--- src/shared/store_map.vh ---
`ifndef STORE_MAP_VH
`define STORE_MAP_VH

// register byte offsets on the wishbone slave
`define OFF_CTRL 8'h00
`define OFF_BASE 8'h04
`define OFF_SIZE 8'h08
`define OFF_BASE_MIN 8'h0C
`define OFF_BASE_MAX 8'h10
`define OFF_SIZE_MIN 8'h14
`define OFF_SIZE_MAX 8'h18
`define OFF_STATUS 8'h1C
`define OFF_STORED 8'h20
`define OFF_RPT 8'h24
`define OFF_TRIG 8'h28

// address window limits, all in bytes of a24 space
`define BASE_MIN 24'h200000
`define BASE_MAX 24'hDFFFFC
`define SIZE_MIN 24'h000000
`define SIZE_MAX 24'hC00000
`define WINDOW_LIMIT 25'h0E00000

// reset values
`define BASE_RST 24'h200000
`define SIZE_RST 24'h000000
`define RPT_RST 24'h000001
`define TRIG_RST 24'h000001

// field positions
`define CTRL_EN_BIT 0
`define STAT_BUSY_BIT 0
`define STAT_FULL_BIT 1
`define STAT_PLAN_BIT 2
`define STAT_CFG_BIT 3

// each reading is one 32-bit word, four bytes
`define WORD_BYTES 25'h0000004
`define WORD_SHIFT 2

// vme a24 non-privileged data access modifier
`define VME_AM_A24 6'h39

`endif

--- src/hw/store_master.v ---
`include "store_map.vh"

module store_master (
    input wire clk_i,
    input wire rst_i,
    input wire ce_i,
    input wire start_i,
    input wire [23:0] addr_i,
    input wire [31:0] data_i,
    output reg done_o,
    output reg [23:0] vme_addr_o,
    output reg [5:0] vme_am_o,
    output reg vme_write_n_o,
    output reg vme_as_n_o,
    output reg vme_ds_n_o,
    output reg [31:0] vme_data_o,
    output reg vme_data_oe_o,
    input wire vme_dtack_n_i
);

localparam [3:0] S_IDLE = 4'b0001;
localparam [3:0] S_SETUP = 4'b0010;
localparam [3:0] S_WAIT = 4'b0100;
localparam [3:0] S_REL = 4'b1000;

reg [3:0] state_reg;
reg dtack_meta_reg;
reg dtack_sync_reg;

////////////////////////////////////////////////////////////////////////////////
// dtack comes from the backplane, two flops before anything looks at it
always @(posedge clk_i) begin
    if (rst_i) begin
        dtack_meta_reg <= 1'b1;
        dtack_sync_reg <= 1'b1;
    end else if (ce_i) begin
        dtack_meta_reg <= vme_dtack_n_i;
        dtack_sync_reg <= dtack_meta_reg;
    end
end

////////////////////////////////////////////////////////////////////////////////
// one write cycle per start; address and data settle a cycle before the strobes
always @(posedge clk_i) begin
    if (rst_i) begin
        state_reg <= S_IDLE;
        done_o <= 1'b0;
        vme_addr_o <= 24'h000000;
        vme_am_o <= 6'h00;
        vme_write_n_o <= 1'b1;
        vme_as_n_o <= 1'b1;
        vme_ds_n_o <= 1'b1;
        vme_data_o <= 32'h00000000;
        vme_data_oe_o <= 1'b0;
    end else if (ce_i) begin
        done_o <= 1'b0;
        case (state_reg)
            S_IDLE: begin
                if (start_i) begin
                    vme_addr_o <= addr_i;
                    vme_am_o <= `VME_AM_A24;
                    vme_data_o <= data_i;
                    vme_write_n_o <= 1'b0;
                    vme_data_oe_o <= 1'b1;
                    state_reg <= S_SETUP;
                end
            end
            S_SETUP: begin
                vme_as_n_o <= 1'b0;
                vme_ds_n_o <= 1'b0;
                state_reg <= S_WAIT;
            end
            S_WAIT: begin
                // no timeout: a missing memory card hangs here until reset
                if (!dtack_sync_reg) begin
                    vme_as_n_o <= 1'b1;
                    vme_ds_n_o <= 1'b1;
                    state_reg <= S_REL;
                end
            end
            S_REL: begin
                // wait for the slave to let go so the next cycle starts clean
                if (dtack_sync_reg) begin
                    vme_write_n_o <= 1'b1;
                    vme_data_oe_o <= 1'b0;
                    done_o <= 1'b1;
                    state_reg <= S_IDLE;
                end
            end
            default: begin
                state_reg <= S_IDLE;
            end
        endcase
    end
end

endmodule // store_master

--- src/hw/reading_store.v ---
// Notes on behaviour
// - readings stored as raw IEEE-754 32-bit words
// - base in 2097152..14680060, resets to minimum
// - window bytes 0..12582912, resets to zero
// - base plus window never above 14680064
// - readings times triggers within window over four
// - enable steers readings to memory, resets off
// - enable reads back as 1 or 0
// - base reads present, minimum and maximum values
// - window reads present, minimum and maximum values
`include "store_map.vh"

module reading_store #(
    parameter COUNT_W = 22
) (
    input wire clk_i,
    input wire rst_i,
    input wire ce_i,
    input wire [7:0] wb_adr_i,
    input wire [31:0] wb_dat_i,
    input wire [3:0] wb_sel_i,
    input wire wb_we_i,
    input wire wb_cyc_i,
    input wire wb_stb_i,
    output reg [31:0] wb_dat_o,
    output reg wb_ack_o,
    input wire [31:0] reading_data_i,
    input wire reading_valid_i,
    output reg reading_ready_o,
    output wire [23:0] vme_addr_o,
    output wire [5:0] vme_am_o,
    output wire vme_write_n_o,
    output wire vme_as_n_o,
    output wire vme_ds_n_o,
    output wire [31:0] vme_data_o,
    output wire vme_data_oe_o,
    input wire vme_dtack_n_i
);

// apply byte enables of a write to a stored value
function [31:0] merge_bytes;
    input [31:0] cur;
    input [31:0] wdat;
    input [3:0] sel;
    integer i;
    begin
        merge_bytes = cur;
        for (i = 0; i < 4; i = i + 1) begin
            if (sel[i]) begin
                merge_bytes[i*8 +: 8] = wdat[i*8 +: 8];
            end
        end
    end
endfunction

reg enable_reg;
reg [23:0] base_reg;
reg [23:0] size_reg;
reg [23:0] rpt_reg;
reg [23:0] trig_reg;
reg cfg_err_reg;
reg [COUNT_W-1:0] count_reg;
reg busy_reg;
reg start_reg;
reg [31:0] word_reg;
reg [23:0] word_addr_reg;
reg [31:0] rd_next;

wire done;
wire req;
wire wr;
wire [31:0] base_cand;
wire [31:0] size_cand;
wire [31:0] ctrl_cand;
wire [31:0] stat_cand;
wire base_ok;
wire size_ok;
wire [47:0] plan_words;
wire plan_ok;
wire [24:0] used_bytes;
wire full;
wire take;
wire [23:0] addr_next;
wire [31:0] rpt_cand;
wire [31:0] trig_cand;

////////////////////////////////////////////////////////////////////////////////
// bus decode; a request is taken on its first cycle, ack follows one edge later
assign req = wb_cyc_i & wb_stb_i & ~wb_ack_o;
assign wr = req & wb_we_i;
assign base_cand = merge_bytes({8'h00, base_reg}, wb_dat_i, wb_sel_i);
assign size_cand = merge_bytes({8'h00, size_reg}, wb_dat_i, wb_sel_i);
assign ctrl_cand = merge_bytes({31'h00000000, enable_reg}, wb_dat_i, wb_sel_i);
assign stat_cand = merge_bytes(32'h00000000, wb_dat_i, wb_sel_i);
// counts keep only the low 24 bits; the upper byte is dropped on purpose
assign rpt_cand = merge_bytes({8'h00, rpt_reg}, wb_dat_i, wb_sel_i);
assign trig_cand = merge_bytes({8'h00, trig_reg}, wb_dat_i, wb_sel_i);

// out-of-range or misaligned base is refused and the old value stays
assign base_ok = (base_cand[31:24] == 8'h00) && (base_cand[23:0] >= `BASE_MIN) &&
    (base_cand[23:0] <= `BASE_MAX) && (base_cand[1:0] == 2'b00) &&
    (({1'b0, base_cand[23:0]} + {1'b0, size_reg}) <= `WINDOW_LIMIT);
assign size_ok = (size_cand[31:24] == 8'h00) && (size_cand[23:0] <= `SIZE_MAX) &&
    (({1'b0, base_reg} + {1'b0, size_cand[23:0]}) <= `WINDOW_LIMIT);

// the planned burst must fit the window, else nothing is stored
assign plan_words = rpt_reg * trig_reg;
assign plan_ok = plan_words <= {26'h0000000, size_reg[23:`WORD_SHIFT]};

// window is full once another word would pass its end
assign used_bytes = {count_reg, 3'b000} >> (3 - `WORD_SHIFT);
assign full = (used_bytes + `WORD_BYTES) > {1'b0, size_reg};
assign take = reading_ready_o & reading_valid_i;
assign addr_next = base_reg + used_bytes[23:0];

////////////////////////////////////////////////////////////////////////////////
// register writes; a refused value leaves a sticky error, set wins over clear
always @(posedge clk_i) begin
    if (rst_i) begin
        enable_reg <= 1'b0;
        base_reg <= `BASE_RST;
        size_reg <= `SIZE_RST;
        rpt_reg <= `RPT_RST;
        trig_reg <= `TRIG_RST;
        cfg_err_reg <= 1'b0;
    end else if (ce_i) begin
        if (wr && wb_adr_i == `OFF_CTRL) begin
            enable_reg <= ctrl_cand[`CTRL_EN_BIT];
        end
        if (wr && wb_adr_i == `OFF_BASE && base_ok) begin
            base_reg <= base_cand[23:0];
        end
        if (wr && wb_adr_i == `OFF_SIZE && size_ok) begin
            size_reg <= size_cand[23:0];
        end
        if (wr && wb_adr_i == `OFF_RPT) begin
            rpt_reg <= rpt_cand[23:0];
        end
        if (wr && wb_adr_i == `OFF_TRIG) begin
            trig_reg <= trig_cand[23:0];
        end
        if ((wr && wb_adr_i == `OFF_BASE && !base_ok) || (wr && wb_adr_i == `OFF_SIZE && !size_ok)) begin
            cfg_err_reg <= 1'b1;
        end else if (wr && wb_adr_i == `OFF_STATUS && stat_cand[`STAT_CFG_BIT]) begin
            cfg_err_reg <= 1'b0;
        end
    end
end

////////////////////////////////////////////////////////////////////////////////
// read mux; unmapped offsets read zero and ignore writes
always @* begin
    rd_next = 32'h00000000;
    case (wb_adr_i)
        `OFF_CTRL: rd_next[`CTRL_EN_BIT] = enable_reg;
        `OFF_BASE: rd_next[23:0] = base_reg;
        `OFF_SIZE: rd_next[23:0] = size_reg;
        `OFF_BASE_MIN: rd_next[23:0] = `BASE_MIN;
        `OFF_BASE_MAX: rd_next[23:0] = `BASE_MAX;
        `OFF_SIZE_MIN: rd_next[23:0] = `SIZE_MIN;
        `OFF_SIZE_MAX: rd_next[23:0] = `SIZE_MAX;
        `OFF_STATUS: begin
            rd_next[`STAT_BUSY_BIT] = busy_reg;
            rd_next[`STAT_FULL_BIT] = full;
            rd_next[`STAT_PLAN_BIT] = ~plan_ok;
            rd_next[`STAT_CFG_BIT] = cfg_err_reg;
        end
        `OFF_STORED: rd_next[COUNT_W-1:0] = count_reg;
        `OFF_RPT: rd_next[23:0] = rpt_reg;
        `OFF_TRIG: rd_next[23:0] = trig_reg;
        default: rd_next = 32'h00000000;
    endcase
end

// ack is a single-cycle pulse one edge after the request appears
always @(posedge clk_i) begin
    if (rst_i) begin
        wb_ack_o <= 1'b0;
        wb_dat_o <= 32'h00000000;
    end else if (ce_i) begin
        wb_ack_o <= req;
        if (req && !wb_we_i) begin
            wb_dat_o <= rd_next;
        end
    end
end

////////////////////////////////////////////////////////////////////////////////
// store engine: one reading in flight at a time, so ready drops while busy
always @(posedge clk_i) begin
    if (rst_i) begin
        count_reg <= {COUNT_W{1'b0}};
        busy_reg <= 1'b0;
        start_reg <= 1'b0;
        word_reg <= 32'h00000000;
        word_addr_reg <= `BASE_RST;
        reading_ready_o <= 1'b0;
    end else if (ce_i) begin
        start_reg <= 1'b0;
        if (wr && wb_adr_i == `OFF_CTRL && ctrl_cand[`CTRL_EN_BIT] && !enable_reg) begin
            // a fresh enable restarts filling at the window base
            count_reg <= {COUNT_W{1'b0}};
        end else if (done) begin
            count_reg <= count_reg + 1'b1;
        end
        if (take) begin
            word_reg <= reading_data_i;
            word_addr_reg <= addr_next;
            start_reg <= 1'b1;
            busy_reg <= 1'b1;
        end else if (done) begin
            busy_reg <= 1'b0;
        end
        // ready is registered, so it lags config by a cycle; take blocks a double grab
        reading_ready_o <= enable_reg & plan_ok & ~full & ~busy_reg & ~take & ~done;
    end
end

////////////////////////////////////////////////////////////////////////////////
// backplane write cycles
store_master u_master (
    .clk_i(clk_i),
    .rst_i(rst_i),
    .ce_i(ce_i),
    .start_i(start_reg),
    .addr_i(word_addr_reg),
    .data_i(word_reg),
    .done_o(done),
    .vme_addr_o(vme_addr_o),
    .vme_am_o(vme_am_o),
    .vme_write_n_o(vme_write_n_o),
    .vme_as_n_o(vme_as_n_o),
    .vme_ds_n_o(vme_ds_n_o),
    .vme_data_o(vme_data_o),
    .vme_data_oe_o(vme_data_oe_o),
    .vme_dtack_n_i(vme_dtack_n_i)
);

endmodule // reading_store

--- config.mk ---
export PLATFORM = sky130hd
export DESIGN_NAME = reading_store
export DESIGN_NICKNAME = d
export VERILOG_FILES = /design/src/hw/store_master.v /design/src/hw/reading_store.v
export VERILOG_INCLUDE_DIRS = /design/src /design/src/shared
export SDC_FILE = /design/constraint.sdc
export NUM_CORES = 2
export LEC_CHECK = 0
export BUFFER_PORTS_ARGS = -buffer_cell sky130_fd_sc_hd__buf_2
export CAP_MARGIN = 20
export CORE_MARGIN = 2
export CORE_UTILIZATION = 45
export DETAILED_ROUTE_END_ITERATION = 10
export GPL_ROUTABILITY_DRIVEN = 0
export PLACE_DENSITY = 0.58
export SLEW_MARGIN = 20
export SYNTH_ARGS = -nofsm -noshare
export SYNTH_HDL_FRONTEND = slang
export SYNTH_SLANG_ARGS = --single-unit
export TNS_END_PERCENT = 20
--- constraint.sdc ---
create_clock -name clk_i -period 22 [get_ports clk_i]
set_clock_uncertainty 0.05 [all_clocks]
set_input_delay 2.2 -clock clk_i [delete_from_list [all_inputs] [get_ports clk_i]]
set_output_delay 2.2 -clock clk_i [all_outputs]
set_load 0.005 [all_outputs]
==> flow_summary.json <==
{
  "totalPowerFinal_mw": 1.169,
  "final_hold_viol_count": 0,
  "grtUsageTotal": 0.2812,
  "final_util": 0.4893,
  "clkTransAtPathRegs_ps": 60,
  "fill_cells": 7705,
  "pin_count": 184,
  "clkSinkCount": 271,
  "post_drt_wl_per_cell_um": 20.86,
  "switching_share": 0.2446,
  "netlist_top_cells_area": "fa_1 (27%), dfxtp_1 (15%), ha_1 (10%)",
  "required_ps": 22340,
  "io_buffers": 173,
  "first_pass_iters": 8,
  "grt_max_degree": 199,
  "min_period_over_period": 0.4078,
  "antenna_found_initial": 4,
  "viasPerCell": 5.583,
  "rsz0062_at_grt": "false",
  "worst_ep_arrival_time_ps": 9310,
  "slew_headroom": 0.2119,
  "ys_top_cells_by_count": "nand2_1 (693), inv_1 (644), fa_1 (485)",
  "multi_input_area_um2": 26830,
  "routed_wl_um": 113900,
  "path_buf_inv": 5,
  "vias": 30490,
  "htree_levels": 2,
  "critical-path-top-delay-family": "adder cells",
  "regArea_um2": 5426,
  "p_seq_frac": 0.420,
  "die_x_um": 285.6,
  "grt_pass1_vias": 30830,
  "area_growth_syn_to_layout_pct": 7.978,
  "p_leak_nw": 18.15,
  "layoutNonFillerInstCount": 5461,
  "die-height_um": 285.6,
  "clockPowerShare": 0.522,
  "max-vdd-ir-drop_v": 0.00005052,
  "synthFlopType": "dfxtp_1",
  "synth_edf_count": 0,
  "layout_setup_ws_ps": 13030,
  "grt_pass1_wl_um": 178600,
  "syn_avg_cell_area_um2": 8.163,
  "clk_path_buf_depth": 3,
  "initial_core_util": 0.4531,
  "startpoint_type": "flop",
  "synth_top_area_cell": "fa_1",
  "dp.cells": 5398,
  "die_area_um2": 81560,
  "hp-class": "reg -> reg",
  "ys_seq_area_frac": 0.1521,
  "synth.distinct_cells": 95,
  "ys_warn_count": 0,
  "drc_errors": 0,
  "cts_resized": 0,
  "max_cap_viol_count": 0,
  "dp_slack_ps": 13130,
  "ys_async_sr_fraction": 0,
  "cts_buffers": 34,
  "cp-end-kind": "flop",
  "setup_viol": 0,
  "worstMarginPinSlew_ps": 1180,
  "hpwl_um": 88820,
  "crit_top_cell": "fa_1",
  "synth_most_common_cell": "nand2_1",
  "p_per_area_nw_per_um2": 30.35,
  "cts_hold_repair.buffers": 0,
  "p_comb_frac": 0.057,
  "status": "completed",
  "postSynthCellCount": 4371,
  "syn-cell-area_um2": 35680,
  "crit_fanout": 26,
  "overflow": 0,
  "clock.fmax_mhz": 111.5,
  "crit_slowest_cell": "dfxtp_1",
  "p_switching_mw": 0.2860,
  "period_needed_ps": 8972,
  "drtAntennaViolNets": 0,
  "netlist.area_leader.share": 0.2721,
  "critPathMaxStageDelay_ps": 1040,
  "fin_nets": 5242,
  "worstSetupPathType": "reg -> reg",
  "final_max_slew_viol_count": 0,
  "post_cts_buffers": 0,
  "intPower_mw": 0.8832,
  "ys_ff_latch": 271,
  "drt_iter0_drc": 2466,
  "num_rows": 103,
  "clk_latency_ps": 580,
  "coreArea_um2": 78740,
  "fin_tns_setup_ps": 0,
  "layout-drive-gt1-share": 0.07438,
  "cts_tree": "yes",
  "clockRootBuffer": "clkbuf_16"
}
[final timing paths]
check,start,to,slack [ps],depth (start not counted)
worst max-delay path,trig_reg[3]$_SDFFE_PP0P_,wb_dat_o[2]$_SDFFE_PP0P_,13030,31
worst min register to register,u_master.vme_data_o[28]$_SDFFE_PP0P_,u_master.vme_data_o[28]$_SDFFE_PP0P_,400,2
worst max register to register,trig_reg[3]$_SDFFE_PP0P_,wb_dat_o[2]$_SDFFE_PP0P_,13030,31
worst min-delay path,u_master.vme_data_o[28]$_SDFFE_PP0P_,u_master.vme_data_o[28]$_SDFFE_PP0P_,400,2
[kinds of logic after synthesis]
logic type                 Yosys count  share of synthesized area
and+or+nand+nor                   1503                     0.2002
buffers and inverters              907                    0.09756
adders and majority gates          773                     0.3731
AOI/OAI and AO/OA                  749                     0.1325
DFF                                271                     0.1521
muxes                               86                    0.02416
xor gates and xnor gates            81                    0.02027
other                                1                  0.0001051
[per-stage QoR]
step           hold slack [ps]  area (um^2)
5_1_grt                  412.0        38520
4_1_cts                  398.5        38510
2_1_floorplan            382.1        35710
3_3_place_gp             386.2        37290
6_report                 395.7        38530
3_5_place_dp             390.4        37290
[layout make-up]
class,instances,area share
Clock inverter,14,0.005326
Multi-Input combinational cell,3202,0.6965
Timing Repair Buffer,230,0.03400
Tap cell,1050,0.03410
Sequential cell,271,0.1409
Clock buffer,47,0.02624
Antenna cell,1,0.00006495
Inverter,646,0.06294
[power groups by stage]
stage	Clock (mW)	Combinational, mW	Sequential (mW)
4_1_cts	0.619	0.0646	0.492
2_1_floorplan	0	0.0393	0.502
5_1_grt	0.638	0.0713	0.491
3_5_place_dp	0	0.0643	0.502
6_report	0.611	0.0668	0.492
3_3_place_gp	0	0.0646	0.502
[layout by cell type (no fill, tap or decap), drive strengths merged, types with 36 or more instances in the layout]
cell	n
inv	648
a211oi	39
dfxtp	271
nand2	693
mux2i	85
xnor2	48
a21oi	273
and3	44
ha	288
a22oi	51
nor3	36
fa	485
buf	229
nor2	226
clkbuf	48
and2	285
o21ai	144
nand4	39
nand3	44
[worst min-delay path: stages, from the launching register on]
cell     delay [ps]
dfxtp_1         300
nand2_1          50
a21oi_1          50
[per-layer routing]
layer | GRT usage | part of all wire | up-vias
met5 | 0 | 0.00040 | -
met4 | 0.1272 | 0.053 | 6
met3 | 0.04234 | 0.067 | 240
met2 | 0.4582 | 0.46 | 1059
met1 | 0.3699 | 0.42 | 15070
li1 | - | - | 14110
No activity file was read; power rests on OpenSTA's default activity.
